==> config.mk <==
export PLATFORM = sky130hd
export DESIGN_NAME = qsi_core
export DESIGN_NICKNAME = d
export VERILOG_FILES = /design/src/qsi_pkg.sv /design/src/qsi_core.sv
export SDC_FILE = /design/constraint.sdc
export NUM_CORES = 2
export LEC_CHECK = 0
export BUFFER_PORTS_ARGS = -buffer_cell sky130_fd_sc_hd__buf_2
export CORE_ASPECT_RATIO = 1.5
export CORE_MARGIN = 5
export CORE_UTILIZATION = 49
export CTS_CLUSTER_SIZE = 25
export DETAILED_ROUTE_END_ITERATION = 10
export PLACE_DENSITY = 0.68
export SYNTH_ARGS = -nofsm -noshare
export SYNTH_HDL_FRONTEND = slang
export SYNTH_SLANG_ARGS = --single-unit
==> constraint.sdc <==
create_clock -name clk_sys -period 18.3 [get_ports clk_sys]
set_clock_uncertainty 0.1 [all_clocks]
set_input_delay 0.915 -clock clk_sys [delete_from_list [all_inputs] [get_ports clk_sys]]
set_output_delay 0.915 -clock clk_sys [all_outputs]
set_load 0.01 [all_outputs]
==> src/qsi_pkg.sv <==
// shared constants and carrier types for the channel interrupt status block
// assumes an 8-bit register port with an 11-bit read path

package qsi_pkg;

   localparam int RD_W = 11;

   // register index inside one channel page
   localparam logic [3:0] OFF_ISR   = 4'h0;
   localparam logic [3:0] OFF_IMR   = 4'h1;
   localparam logic [3:0] OFF_RXQ   = 4'h2;
   localparam logic [3:0] OFF_TXQ   = 4'h3;
   localparam logic [3:0] OFF_BID0  = 4'h4;
   localparam logic [3:0] OFF_CMP0  = 4'h8;
   localparam logic [3:0] OFF_CMD   = 4'hB;
   localparam logic [3:0] OFF_CSR   = 4'hC;
   localparam logic [3:0] OFF_MODE  = 4'hD;
   localparam logic [3:0] OFF_FLOW  = 4'hE;
   localparam logic [3:0] OFF_PINS  = 4'hF;

   // address page in bus_addr[7:6]
   localparam logic [1:0] PAGE_LOCAL  = 2'h0;
   localparam logic [1:0] PAGE_GLOBAL = 2'h1;

   // reset values
   localparam logic [7:0] MASK_RST = 8'h00;
   localparam logic [7:0] MODE_RST = 8'h00;
   localparam logic [2:0] BID_RST  = 3'h0;
   localparam logic [7:0] CMP_RST  = 8'h00;

   // mode word bits
   localparam int MB_WD_EN = 7;
   localparam int MB_MREAD = 6;
   localparam int MB_BLOCK = 5;
   localparam int MB_RXT   = 2;
   localparam int MB_TXT   = 0;

   // command codes in command_register[7:3]
   localparam logic [4:0] CMD_RST_ERR  = 5'h04;
   localparam logic [4:0] CMD_RST_BRK  = 5'h05;
   localparam logic [4:0] CMD_RST_ADDR = 5'h1B;

   // sticky bit slots: {pin, watchdog, address, flow, break}
   localparam int SB_BRK  = 0;
   localparam int SB_FLOW = 1;
   localparam int SB_ADDR = 2;
   localparam int SB_WD   = 3;
   localparam int SB_PIN  = 4;

   localparam int WDOG_BIT_TIMES = 64;

   typedef struct packed {
      logic       brk;
      logic       fe;
      logic       pe;
      logic [7:0] data;
   } qsi_rx_ent_t;

endpackage

==> src/qsi_core.sv <==
// per-channel interrupt status, mask, queues, bid and compare registers
// assumes receiver, transmitter and arbiter logic on clk_sys; pins are async
//
// Operation
// - set status with set mask requests interrupt
// - masked-read mode returns status AND mask
// - input pin change sets bit 7, pin read clears
// - watchdog over 64 bit times sets bit 6
// - push or queue read clears watchdog status
// - address match sets bit 5, command clears
// - flow character sets bit 4, flow read clears
// - bit 3 reserved, reads zero
// - break start or end sets bit 2
// - trigger 00: ready while queue holds data
// - full trigger: ready only while queue full
// - half and three-quarter: ready at threshold
// - empty receive queue never requests service
// - transmit ready: empty, or below trigger
// - unmasked set source drives request low
// - receive queue 11 bits by 16, status top
// - head status shown in channel status register
// - block mode accumulates errors until reset command
// - transmit queue 8 bits by 16
// - four bid registers, low 3 bits
// - resume, pause and station compare registers
// - flow field held until flow status read
//
// Decided for this implementation: the address-and-strobe port and the register addresses.

`timescale 1ns/1ps

module qsi_core
   import qsi_pkg::*;
#(
   parameter int NCH       = 4,
   parameter int DEPTH     = 16,
   parameter int WDOG_BITS = WDOG_BIT_TIMES
)
(
   input  wire logic                    clk_sys,
   input  wire logic                    rst,
   input  wire logic [7:0]              bus_addr,
   input  wire logic [7:0]              bus_wdata,
   input  wire logic                    bus_wr,
   input  wire logic                    bus_rd,
   output logic [RD_W-1:0]              rd_data_ff,
   input  wire logic [NCH-1:0]          rx_push,
   input  wire qsi_rx_ent_t [NCH-1:0]   rx_entry,
   input  wire logic [NCH-1:0]          rx_addr_seen,
   input  wire logic [NCH-1:0]          rx_break,
   input  wire logic [NCH-1:0]          bit_tick,
   input  wire logic [NCH-1:0]          tx_pop,
   input  wire logic [NCH-1:0]          change_input_zero,
   input  wire logic [NCH-1:0]          change_input_one,
   output logic [NCH-1:0]               rx_room_ff,
   output logic [NCH-1:0]               tx_valid_ff,
   output logic [NCH-1:0][7:0]          tx_data_ff,
   output logic                         interrupt_request_low_ff
);

   localparam int AW = $clog2(DEPTH);
   localparam int CW = $clog2(NCH);
   localparam int WW = $clog2(WDOG_BITS + 2);
   localparam logic [AW:0]   CNT_FULL = (AW+1)'(DEPTH);
   localparam logic [WW-1:0] WD_TOP   = WW'(WDOG_BITS + 1);

   qsi_rx_ent_t        rxq_ff    [NCH][DEPTH];
   logic [7:0]         txq_ff    [NCH][DEPTH];
   logic [AW-1:0]      rx_wp_ff  [NCH];
   logic [AW-1:0]      rx_rp_ff  [NCH];
   logic [AW:0]        rx_cnt_ff [NCH];
   logic [AW-1:0]      tx_wp_ff  [NCH];
   logic [AW-1:0]      tx_rp_ff  [NCH];
   logic [AW:0]        tx_cnt_ff [NCH];
   logic [4:0]         sticky_ff [NCH];
   logic [7:0]         mask_ff   [NCH];
   logic [7:0]         mode_ff   [NCH];
   logic [2:0]         bid_ff    [NCH][4];
   logic [7:0]         cmp_ff    [NCH][3];
   logic [1:0]         flow_ff   [NCH];
   logic [2:0]         err_ff    [NCH];
   logic [WW-1:0]      wd_ff     [NCH];
   logic [1:0]         pin_s1_ff [NCH];
   logic [1:0]         pin_s2_ff [NCH];
   logic [1:0]         pin_s3_ff [NCH];
   logic [NCH-1:0]     brk_d_ff;
   logic [2:0]         pin_arm_ff;

   logic [CW-1:0]      sel_ch;
   logic [3:0]         sel_reg;
   logic               wr_loc;
   logic               rd_loc;
   logic               rd_glob;
   logic [NCH-1:0]     rx_in;
   logic [NCH-1:0]     rx_pop;
   logic [NCH-1:0]     tx_in;
   logic [NCH-1:0]     tx_out;
   logic [AW:0]        nxt_rx_cnt [NCH];
   logic [AW:0]        nxt_tx_cnt [NCH];
   logic [AW-1:0]      nxt_tx_rp  [NCH];
   logic [NCH-1:0]     rx_rdy;
   logic [NCH-1:0]     tx_rdy;
   logic [7:0]         isr_now    [NCH];
   logic [4:0]         stk_set    [NCH];
   logic [4:0]         stk_clr    [NCH];
   logic [1:0]         flow_hit   [NCH];
   logic [NCH-1:0]     wd_ev;
   logic               any_req;
   logic [RD_W-1:0]    nxt_rd_data;

   assign sel_ch  = bus_addr[4 +: CW];
   assign sel_reg = bus_addr[3:0];
   assign wr_loc  = bus_wr && (bus_addr[7:6] == PAGE_LOCAL);
   assign rd_loc  = bus_rd && (bus_addr[7:6] == PAGE_LOCAL);
   assign rd_glob = bus_rd && (bus_addr[7:6] == PAGE_GLOBAL) && (sel_reg == OFF_RXQ);

   function automatic logic hit(input logic go, input logic [3:0] off, input int c);
      return go && (sel_reg == off) && (sel_ch == CW'(c));
   endfunction

   function automatic logic cmd_hit(input logic [4:0] code, input int c);
      return hit(wr_loc, OFF_CMD, c) && (bus_wdata[7:3] == code);
   endfunction

   // 00 data present, 01 half, 10 three quarters, 11 full
   function automatic logic rx_level(input logic [1:0] m, input logic [AW:0] n);
      case (m)
         2'h0:    return n != '0;
         2'h1:    return n >= (AW+1)'(DEPTH / 2);
         2'h2:    return n >= (AW+1)'((DEPTH * 3) / 4);
         default: return n == CNT_FULL;
      endcase
   endfunction

   // 00 only when empty, else below a quarter, half, three quarters
   function automatic logic tx_level(input logic [1:0] m, input logic [AW:0] n);
      case (m)
         2'h0:    return n == '0;
         2'h1:    return n < (AW+1)'(DEPTH / 4);
         2'h2:    return n < (AW+1)'(DEPTH / 2);
         default: return n < (AW+1)'((DEPTH * 3) / 4);
      endcase
   endfunction

   always_comb
   begin
      any_req = 1'b0;
      for (int c = 0; c < NCH; c++)
      begin
         rx_pop[c] = (hit(rd_loc, OFF_RXQ, c) || (rd_glob && sel_ch == CW'(c)))
                     && rx_cnt_ff[c] != '0;
         rx_in[c]  = rx_push[c] && rx_cnt_ff[c] != CNT_FULL;
         tx_in[c]  = hit(wr_loc, OFF_TXQ, c) && tx_cnt_ff[c] != CNT_FULL;
         tx_out[c] = tx_pop[c] && tx_valid_ff[c];
         nxt_rx_cnt[c] = rx_cnt_ff[c] + (AW+1)'(rx_in[c]) - (AW+1)'(rx_pop[c]);
         nxt_tx_cnt[c] = tx_cnt_ff[c] + (AW+1)'(tx_in[c]) - (AW+1)'(tx_out[c]);
         nxt_tx_rp[c]  = tx_rp_ff[c] + AW'(tx_out[c]);
         rx_rdy[c] = rx_level(mode_ff[c][MB_RXT +: 2], rx_cnt_ff[c]);
         tx_rdy[c] = tx_level(mode_ff[c][MB_TXT +: 2], tx_cnt_ff[c]);
         isr_now[c] = {sticky_ff[c][4:1], 1'b0, sticky_ff[c][SB_BRK],
                       rx_rdy[c], tx_rdy[c]};
         wd_ev[c] = rx_in[c] || rx_pop[c];
         flow_hit[c] = {rx_entry[c].data == cmp_ff[c][0],
                        rx_entry[c].data == cmp_ff[c][1]};
         if (!rx_in[c])
            flow_hit[c] = 2'h0;
         stk_set[c][SB_PIN]  = pin_arm_ff[2] && pin_s2_ff[c] != pin_s3_ff[c];
         stk_set[c][SB_WD]   = wd_ff[c] == WD_TOP && !wd_ev[c];
         stk_set[c][SB_ADDR] = rx_addr_seen[c]
                               && rx_entry[c].data == cmp_ff[c][2];
         stk_set[c][SB_FLOW] = |flow_hit[c];
         stk_set[c][SB_BRK]  = rx_break[c] != brk_d_ff[c];
         stk_clr[c][SB_PIN]  = hit(rd_loc, OFF_PINS, c);
         stk_clr[c][SB_WD]   = wd_ev[c];
         stk_clr[c][SB_ADDR] = cmd_hit(CMD_RST_ADDR, c);
         stk_clr[c][SB_FLOW] = hit(rd_loc, OFF_FLOW, c);
         stk_clr[c][SB_BRK]  = cmd_hit(CMD_RST_BRK, c);
         any_req = any_req || |(isr_now[c] & mask_ff[c]);
      end
   end

   // queue storage carries no reset; pointers and counts define contents
   always_ff @(posedge clk_sys)
   begin
      for (int c = 0; c < NCH; c++)
      begin
         if (rx_in[c])
            rxq_ff[c][rx_wp_ff[c]] <= rx_entry[c];
         if (tx_in[c])
            txq_ff[c][tx_wp_ff[c]] <= bus_wdata;
      end
   end

   always_ff @(posedge clk_sys or posedge rst)
   begin
      if (rst)
      begin
         for (int c = 0; c < NCH; c++)
         begin
            rx_wp_ff[c]  <= '0;
            rx_rp_ff[c]  <= '0;
            rx_cnt_ff[c] <= '0;
            tx_wp_ff[c]  <= '0;
            tx_rp_ff[c]  <= '0;
            tx_cnt_ff[c] <= '0;
         end
      end
      else
      begin
         for (int c = 0; c < NCH; c++)
         begin
            rx_wp_ff[c]  <= rx_wp_ff[c] + AW'(rx_in[c]);
            rx_rp_ff[c]  <= rx_rp_ff[c] + AW'(rx_pop[c]);
            rx_cnt_ff[c] <= nxt_rx_cnt[c];
            tx_wp_ff[c]  <= tx_wp_ff[c] + AW'(tx_in[c]);
            tx_rp_ff[c]  <= nxt_tx_rp[c];
            tx_cnt_ff[c] <= nxt_tx_cnt[c];
         end
      end
   end

   // room and head are taken from next state so a push never meets a full queue
   always_ff @(posedge clk_sys or posedge rst)
   begin
      if (rst)
      begin
         rx_room_ff  <= '0;
         tx_valid_ff <= '0;
         tx_data_ff  <= '0;
      end
      else
      begin
         for (int c = 0; c < NCH; c++)
         begin
            rx_room_ff[c]  <= nxt_rx_cnt[c] != CNT_FULL;
            tx_valid_ff[c] <= nxt_tx_cnt[c] != '0;
            if (tx_in[c] && tx_wp_ff[c] == nxt_tx_rp[c])
               tx_data_ff[c] <= bus_wdata;
            else
               tx_data_ff[c] <= txq_ff[c][nxt_tx_rp[c]];
         end
      end
   end

   // set wins over clear for every sticky bit
   always_ff @(posedge clk_sys or posedge rst)
   begin
      if (rst)
      begin
         for (int c = 0; c < NCH; c++)
         begin
            sticky_ff[c] <= '0;
            flow_ff[c]   <= '0;
            err_ff[c]    <= '0;
            brk_d_ff[c]  <= 1'b0;
         end
      end
      else
      begin
         for (int c = 0; c < NCH; c++)
         begin
            sticky_ff[c] <= stk_set[c] | (sticky_ff[c] & ~stk_clr[c]);
            if (hit(rd_loc, OFF_FLOW, c))
               flow_ff[c] <= flow_hit[c];
            else
               flow_ff[c] <= flow_ff[c] | flow_hit[c];
            if (cmd_hit(CMD_RST_ERR, c))
               err_ff[c] <= rx_in[c] ? rx_entry[c][10:8] : 3'h0;
            else if (rx_in[c])
               err_ff[c] <= err_ff[c] | rx_entry[c][10:8];
            brk_d_ff[c] <= rx_break[c];
         end
      end
   end

   // counts bit times since the last push or read, stops one past the limit
   always_ff @(posedge clk_sys or posedge rst)
   begin
      if (rst)
      begin
         for (int c = 0; c < NCH; c++)
            wd_ff[c] <= '0;
      end
      else
      begin
         for (int c = 0; c < NCH; c++)
         begin
            if (wd_ev[c])
               wd_ff[c] <= '0;
            else if (mode_ff[c][MB_WD_EN] && bit_tick[c] && wd_ff[c] != WD_TOP)
               wd_ff[c] <= wd_ff[c] + WW'(1);
         end
      end
   end

   // pin edges are only looked at after two flops
   // arm keeps a pin that idles high from faking an edge after reset
   always_ff @(posedge clk_sys or posedge rst)
   begin
      if (rst)
      begin
         pin_arm_ff <= '0;
         for (int c = 0; c < NCH; c++)
         begin
            pin_s1_ff[c] <= '0;
            pin_s2_ff[c] <= '0;
            pin_s3_ff[c] <= '0;
         end
      end
      else
      begin
         pin_arm_ff <= {pin_arm_ff[1:0], 1'b1};
         for (int c = 0; c < NCH; c++)
         begin
            pin_s1_ff[c] <= {change_input_one[c], change_input_zero[c]};
            pin_s2_ff[c] <= pin_s1_ff[c];
            pin_s3_ff[c] <= pin_s2_ff[c];
         end
      end
   end

   always_ff @(posedge clk_sys or posedge rst)
   begin
      if (rst)
      begin
         for (int c = 0; c < NCH; c++)
         begin
            mask_ff[c] <= MASK_RST;
            mode_ff[c] <= MODE_RST;
            for (int k = 0; k < 4; k++)
               bid_ff[c][k] <= BID_RST;
            for (int k = 0; k < 3; k++)
               cmp_ff[c][k] <= CMP_RST;
         end
      end
      else
      begin
         for (int c = 0; c < NCH; c++)
         begin
            if (hit(wr_loc, OFF_IMR, c))
               mask_ff[c] <= bus_wdata & 8'hF7;
            if (hit(wr_loc, OFF_MODE, c))
               mode_ff[c] <= bus_wdata;
            for (int k = 0; k < 4; k++)
               if (hit(wr_loc, OFF_BID0 + 4'(k), c))
                  bid_ff[c][k] <= bus_wdata[2:0];
            for (int k = 0; k < 3; k++)
               if (hit(wr_loc, OFF_CMP0 + 4'(k), c))
                  cmp_ff[c][k] <= bus_wdata;
         end
      end
   end

   always_comb
   begin
      nxt_rd_data = '0;
      if (rd_glob)
         nxt_rd_data = rxq_ff[sel_ch][rx_rp_ff[sel_ch]];
      else if (rd_loc)
      begin
         case (sel_reg)
            OFF_ISR:
               if (mode_ff[sel_ch][MB_MREAD])
                  nxt_rd_data = RD_W'(isr_now[sel_ch] & mask_ff[sel_ch]);
               else
                  nxt_rd_data = RD_W'(isr_now[sel_ch]);
            OFF_IMR:  nxt_rd_data = RD_W'(mask_ff[sel_ch]);
            OFF_RXQ:  nxt_rd_data = rxq_ff[sel_ch][rx_rp_ff[sel_ch]];
            OFF_MODE: nxt_rd_data = RD_W'(mode_ff[sel_ch]);
            OFF_FLOW: nxt_rd_data = RD_W'({flow_ff[sel_ch], 6'h00});
            OFF_PINS: nxt_rd_data = RD_W'(pin_s2_ff[sel_ch]);
            OFF_CSR:
               if (mode_ff[sel_ch][MB_BLOCK])
                  nxt_rd_data = RD_W'({err_ff[sel_ch], 3'h0,
                                       rx_cnt_ff[sel_ch] == CNT_FULL,
                                       rx_cnt_ff[sel_ch] != '0});
               else
                  nxt_rd_data = RD_W'({rxq_ff[sel_ch][rx_rp_ff[sel_ch]][10:8], 3'h0,
                                       rx_cnt_ff[sel_ch] == CNT_FULL,
                                       rx_cnt_ff[sel_ch] != '0});
            4'h4, 4'h5, 4'h6, 4'h7:
               nxt_rd_data = RD_W'(bid_ff[sel_ch][sel_reg[1:0]]);
            4'h8, 4'h9, 4'hA:
               nxt_rd_data = RD_W'(cmp_ff[sel_ch][sel_reg[1:0]]);
            default: nxt_rd_data = '0;
         endcase
      end
   end

   always_ff @(posedge clk_sys or posedge rst)
   begin
      if (rst)
      begin
         rd_data_ff               <= '0;
         interrupt_request_low_ff <= 1'b1;
      end
      else
      begin
         rd_data_ff               <= nxt_rd_data;
         interrupt_request_low_ff <= !any_req;
      end
   end
endmodule // qsi_core

**Yosys cells after proc, flatten, opt, wreduce, memory -nomap -nowiden**

Memory sizes are Yosys's and may differ from the RTL's.
Cells that the tools add are included.

- Flip-flop bits (word level): 459
- Memory bits (writable): 1,216
- Input port bits: 92
- Output and inout port bits: 52
- Logic and storage cells: 642
- Memories kept: 2

Memory list:

| name | depth | width | read ports | clocked after Yosys merged registers in | wr ports | line | RTL |
|---|---|---|---|---|---|---|---|
| rxq_ff | 4 | 176 | 1 | 0 | 4 | qsi_core.sv:67 | `qsi_rx_ent_t rxq_ff [NCH][DEPTH];` |
| txq_ff | 4 | 128 | 4 | 0 | 1 | qsi_core.sv:68 | `logic [7:0] txq_ff [NCH][DEPTH];` |

- Add/subtract/negate cells: 36
- $lt $le $gt $ge: 43
- Equal/unequal tests: 87
- Mux-type cells: 137
- Bitwise operators: 40
- Reduce and logical (&&, ||, !) cells: 199

Operators with widths:

| operator | number |
|---|---|
| two-way mux 128 bit | 10 |
| two-way mux 176 bit | 4 |
| OR reduction 128 bit | 3 |
| two-way mux 8 bit | 26 |
| demux 11 bit (select 4 bit) | 4 |
| logical AND 1 bit | 138 |
| binary-select mux 8 bit (select 4 bit) | 4 |
| demux 8 bit (select 4 bit) | 4 |
| one-hot mux 11 bit (9 select lines) | 1 |
| == test 8 bit | 12 |
| two-way mux 11 bit | 8 |
| greater-or-equal comparator 5 bit, second input constant | 13 |
| NOT 4 -> 5 bit | 13 |
| adder 4 x 1 -> 4 bit | 16 |
| binary-select mux 8 bit (select 2 bit) | 4 |
| inequality test 5 bit, second input constant | 12 |
| two-way mux 7 bit | 8 |
| binary-select mux 24 bit (select 2 bit) | 1 |
| two-way mux 24 bit | 2 |
| two-way mux 3 bit | 16 |
| nonzero test 5 bit | 9 |
| binary-select mux 11 bit (select 4 bit) | 1 |
| adder 5 x 1 -> 5 bit | 8 |
| bitwise AND 8 bit | 5 |
| other kinds (47) | 220 |

**Longest topological paths before layout**

- Depth after elaboration: 12
- Gate-level depth with buffers: 20
- Depth with buffers taken out: 15

**Least setup slack after synthesis**

OpenSTA, ideal clock, no wires.

- Path kind: input port to flip-flop
- Start point: input bus_addr[4]
- End point: register rx_room_ff[0]
- Setup time: 129 ps
- Arrival time: 3,949 ps
- Data required time: 18,071 ps
- Setup slack: 14,123 ps
- Stages on the path: 17
- Path buffers: 6
- Path through: buf_6 buf_8 buf_4 buf_4 buf_4 nor2_1 buf_2 o21ai_0 or2_2 ha_1 ha_1 fa_1 a21oi_1 nor2_1 nor2_1 xor2_1 nand3b_1

RTL lines:

| element | line | RTL |
|---|---|---|
| start, declared | qsi_core.sv:42 | `input wire logic [7:0] bus_addr,` |
| end signal, assigned | qsi_core.sv:227 | `rx_room_ff <= '0;` |
| end signal, assigned by index | qsi_core.sv:235 | `rx_room_ff[c] <= nxt_rx_cnt[c] != CNT_FULL;` |
| end, declared | qsi_core.sv:55 | `output logic [NCH-1:0] rx_room_ff,` |

**Final worst setup path**

- Start point: input bus_addr[5]
- End point: register rd_data_ff[4]

- Longest elaborated chain between the ends: 11
- Elaborated cells between the ends (all ways): 29
- Those cells by class: mux (25); bitwise (3); memory (1)

Ends and longest elaborated chain:

| element | line | RTL |
|---|---|---|
| NOT 2 -> 3 bit (not written as such) | n/a |  |
| binary-select mux 4 bit (select 2 bit) | qsi_core.sv:358, qsi_core.sv:368 |  |
| two-way mux 4 bit (not written as such) (2 in a row) | qsi_core.sv:358, qsi_core.sv:368 |  |
| NOT 4 -> 5 bit (not written as such) | qsi_core.sv:358, qsi_core.sv:368 |  |
| binary-select mux 11 bit (select 4 bit) | qsi_core.sv:358, qsi_core.sv:368 |  |
| two-way mux 11 bit (not written as such) (2 in a row) | qsi_core.sv:358, qsi_core.sv:368 |  |
| one-hot mux 11 bit (9 select lines) | qsi_core.sv:361 | `case (sel_reg)` |
| two-way mux 11 bit | qsi_core.sv:359 | `else if (rd_loc)` |
| two-way mux 11 bit * | qsi_core.sv:357 | `if (rd_glob)` |
| net nxt_rd_data[4] | qsi_core.sv:109 | `logic [RD_W-1:0] nxt_rd_data;` |
| end signal, assigned | qsi_core.sv:399 | `rd_data_ff <= nxt_rd_data;` |
| end, declared | qsi_core.sv:46 | `output logic [RD_W-1:0] rd_data_ff,` |

The timed path passes the listed nets; every way through them passes the cells marked *. The select of a mux whose other input is x is not followed.
A chain may end at the register's enable or synchronous reset.

==> flow_summary.toml <==
[detailed_routing]
first_pass_iters = 7
via_count = 37300
drtIter0Drc = 3773
drcViolationCount = 0
antenna_left = 0
via_per_inst = 6.06
wl_microns = 182000
wire_per_inst_microns = 29.6

[clocking]
post_cts_buffers = 0
cts_resized = 0
clock_latency_ns = 0.80
clock_tree.buffer_depth = 3
htree_levels = 4
cts_tree = "yes"
cts.clk_slew.worst_paths_ns = 0.06
cts_hold_buf = 0
clock-root-buffer = "clkbuf_16"
clock_sinks = 1675
cts_inserted_buffers = 156

[worst_setup_path]
cp_slowest_cell = "a221oi_1"
cp.arrival_ns = 5.08
critical_path.cell_chain = "buf_8, buf_4, buf_12, mux4_2, mux2i_1, o21ai_0, a221oi_1, o22ai_1, o21bai_1"
crit_type = "in2reg"
slowest_delay_ns = 0.72
r2r_setup_slack_ns = 14.22
cp-end-kind = "register"
crit_path_start_kind = "primary input"
cp_max_fo = 102
crit_required_ns = 18.84

[logic_synthesis]
async_reset_ff_share_pct = 27.4
synth-edff-count = 1216
postSynthNetCount = 4121
postSynthCellCount = 3907
synth-seq-cells = 1675
yosysSeqAreaShare_pct = 68.3
yosys_warnings = 0
yosys.cell_types.count = 74
syn_avg_cell_area_sq_um = 18.0
netlist_area_sq_mm = 0.0702
synth-main-ff-cell = "edfxtp_1"

[timing]
relSlewSlack_pct = 13.7
rsz0062_at_grt = "no"
min_period_ns = 4.53
timing_max_transition_violations_final = 0
worst_pin_slew_ns = 1.28
setup_violations = 0
fin_crit_sh_pct = 24.8
hold_violations = 0
fmax_ghz = 0.221
finalWorstSetupSlack_ns = 13.77
holdWs_ns = 0.126
totalNegativeSetupSlack_ns = 0

[floorplanning]
rows = 170
die_w_microns = 319
die_h_microns = 474
ioPinCount = 144
coreArea_sq_mm = 0.143
initial_core_util_pct = 49.2
dieArea_sq_mm = 0.151

[global_route]
grt_pass1_vias = 39200
grt-ovfl-total = 0
track_usage_pct = 24.2
grt_first_pass_wirelength_microns = 269000
grt_max_degree = 175
antenna_found_initial = 8

[power]
power.density_mw_per_mm2 = 134
max-vdd-ir-drop_uv = 125
power_w = 0.0106
p_leak_nw = 28.8

[final_layout]
drive_gt1_share_pct = 27.0
fin_nets = 4344
fin_area_sq_mm = 0.0787
area_growth_pct = 12.1

[run]
cap_violations = 0

[placement]
gp_congestion = 0.924
dp_hpwl_microns = 119000
postPlaceCellArea_sq_mm = 0.0733
pre_cts_slack_ns = 13.08
portBuffers = 143

[outcome]
outcome = "finished, final reports clean"

[hold_path]
min_path_type = "in2reg"
==> routing by layer <==
metal	track usage, %	vias up	share of wire [%]
li1	-	15700	-
met1	30.0	19600	37
met2	41.9	1571	51
met3	3.78	423	6.2
met4	11.5	6	5.5
met5	0	-	0.022
==> cell families (layout without fill, tap and decap cells) <==
kind of cell | count (synthesis) | in the layout | share of synthesized area [%]
muxes | 706 | 706 | 17.8
buffers and inverters | 249 | 602 | 1.74
DFF | 1675 | 1675 | 68.3
adders and majority gates | 122 | 122 | 2.26
AOI/OAI and AO/OA | 275 | 275 | 2.60
and+or+nand+nor | 676 | 676 | 4.69
other | 1 | 4 | 0.00534
xor gates and xnor gates | 203 | 203 | 2.54
==> state kept, by name (all words and copies together) (netlist names), 20 cells and up <==
name and count:
bid_ff 48, cmp_ff 96, isr_now 20, mask_ff 28, mode_ff 32, rx_cnt_ff 20, rxq_ff 704, tx_cnt_ff 20
tx_data_ff 32, txq_ff 512, wd_ff 28
==> power by group <==
group | switching [W] | internal [W]
clock network | 0.00142 | 0.00202
logic | 0.00137 | 0.00114
registers | 0.000192 | 0.00442
total | 0.00298 | 0.00758
==> placed cells by master (no fill, tap or decap), drive strengths merged, types with 24 or more instances in the layout <==
master,n
a211oi,42
a21oi,67
and2,36
buf,235
clkbuf,210
clkinv,47
dfrtp,458
edfxtp,1216
ha,114
inv,81
mux2,246
mux2i,60
mux4,400
nand2,182
nand2b,24
nand3,76
nor2,165
nor2b,43
nor3,50
nor4,31
o21ai,45
xnor2,64
xor2,139
==> worst paths after layout <==
check,depth (start not counted),startpoint,end
max reg2reg,9,rx_rp_ff[0]$_DFF_PP0_,rd_data_ff[6]$_DFF_PP0_
min in group asynchronous,2,rst,tx_wp_ff[8]$_DFF_PP0_
max,9,bus_addr[5],rd_data_ff[4]$_DFF_PP0_
min reg2reg,0,pin_s1_ff[7]$_DFF_PP0_,pin_s2_ff[7]$_DFF_PP0_
min,1,change_input_zero[2],pin_s1_ff[2]$_DFF_PP0_
max in group asynchronous,4,rst,cmp_ff[4]$_DFFE_PP0P_
==> critical path, delay by kind of cell <==
family | cells | cell delay (ns)
buf+inv | 3 | 1.50
mux | 2 | 0.83
compound gates | 4 | 1.57
==> cells in the mapped netlist (43+ instances only) <==
master,number,area [sq um]
mux4_2,369,8310
xor2_1,139,1220
mux2_2,242,2730
xnor2_1,63,552
edfxtp_1,1216,36500
dfrtp_1,458,11500
nor2_1,165,619
nor2b_1,43,269
ha_1,114,1430
nand3_1,76,380
nor3_1,46,230
clkbuf_1,83,312
nand2_1,182,683
a21oi_1,65,325
inv_1,76,285
mux2i_1,60,601
==> stage by stage <==
stage | util (%) | cells
global placement | 51.4 | 5864
finish | 55.2 | 6155
floorplan | - | 3907
global route | 55.2 | 6152
detailed placement | 51.4 | 5864
CTS | 55.2 | 6152
==> final cells by class <==
class	count	area, sq um
fillers	11000	64000
flip-flops and latches	1675	48000
multi-input cells	1983	21100
clock buffers	210	4440
well taps	1892	2370
repair buffers	235	1480
clock inverters	78	977
inverters	79	304
diodes	3	7.51
(Power assumes the default switching activity.)
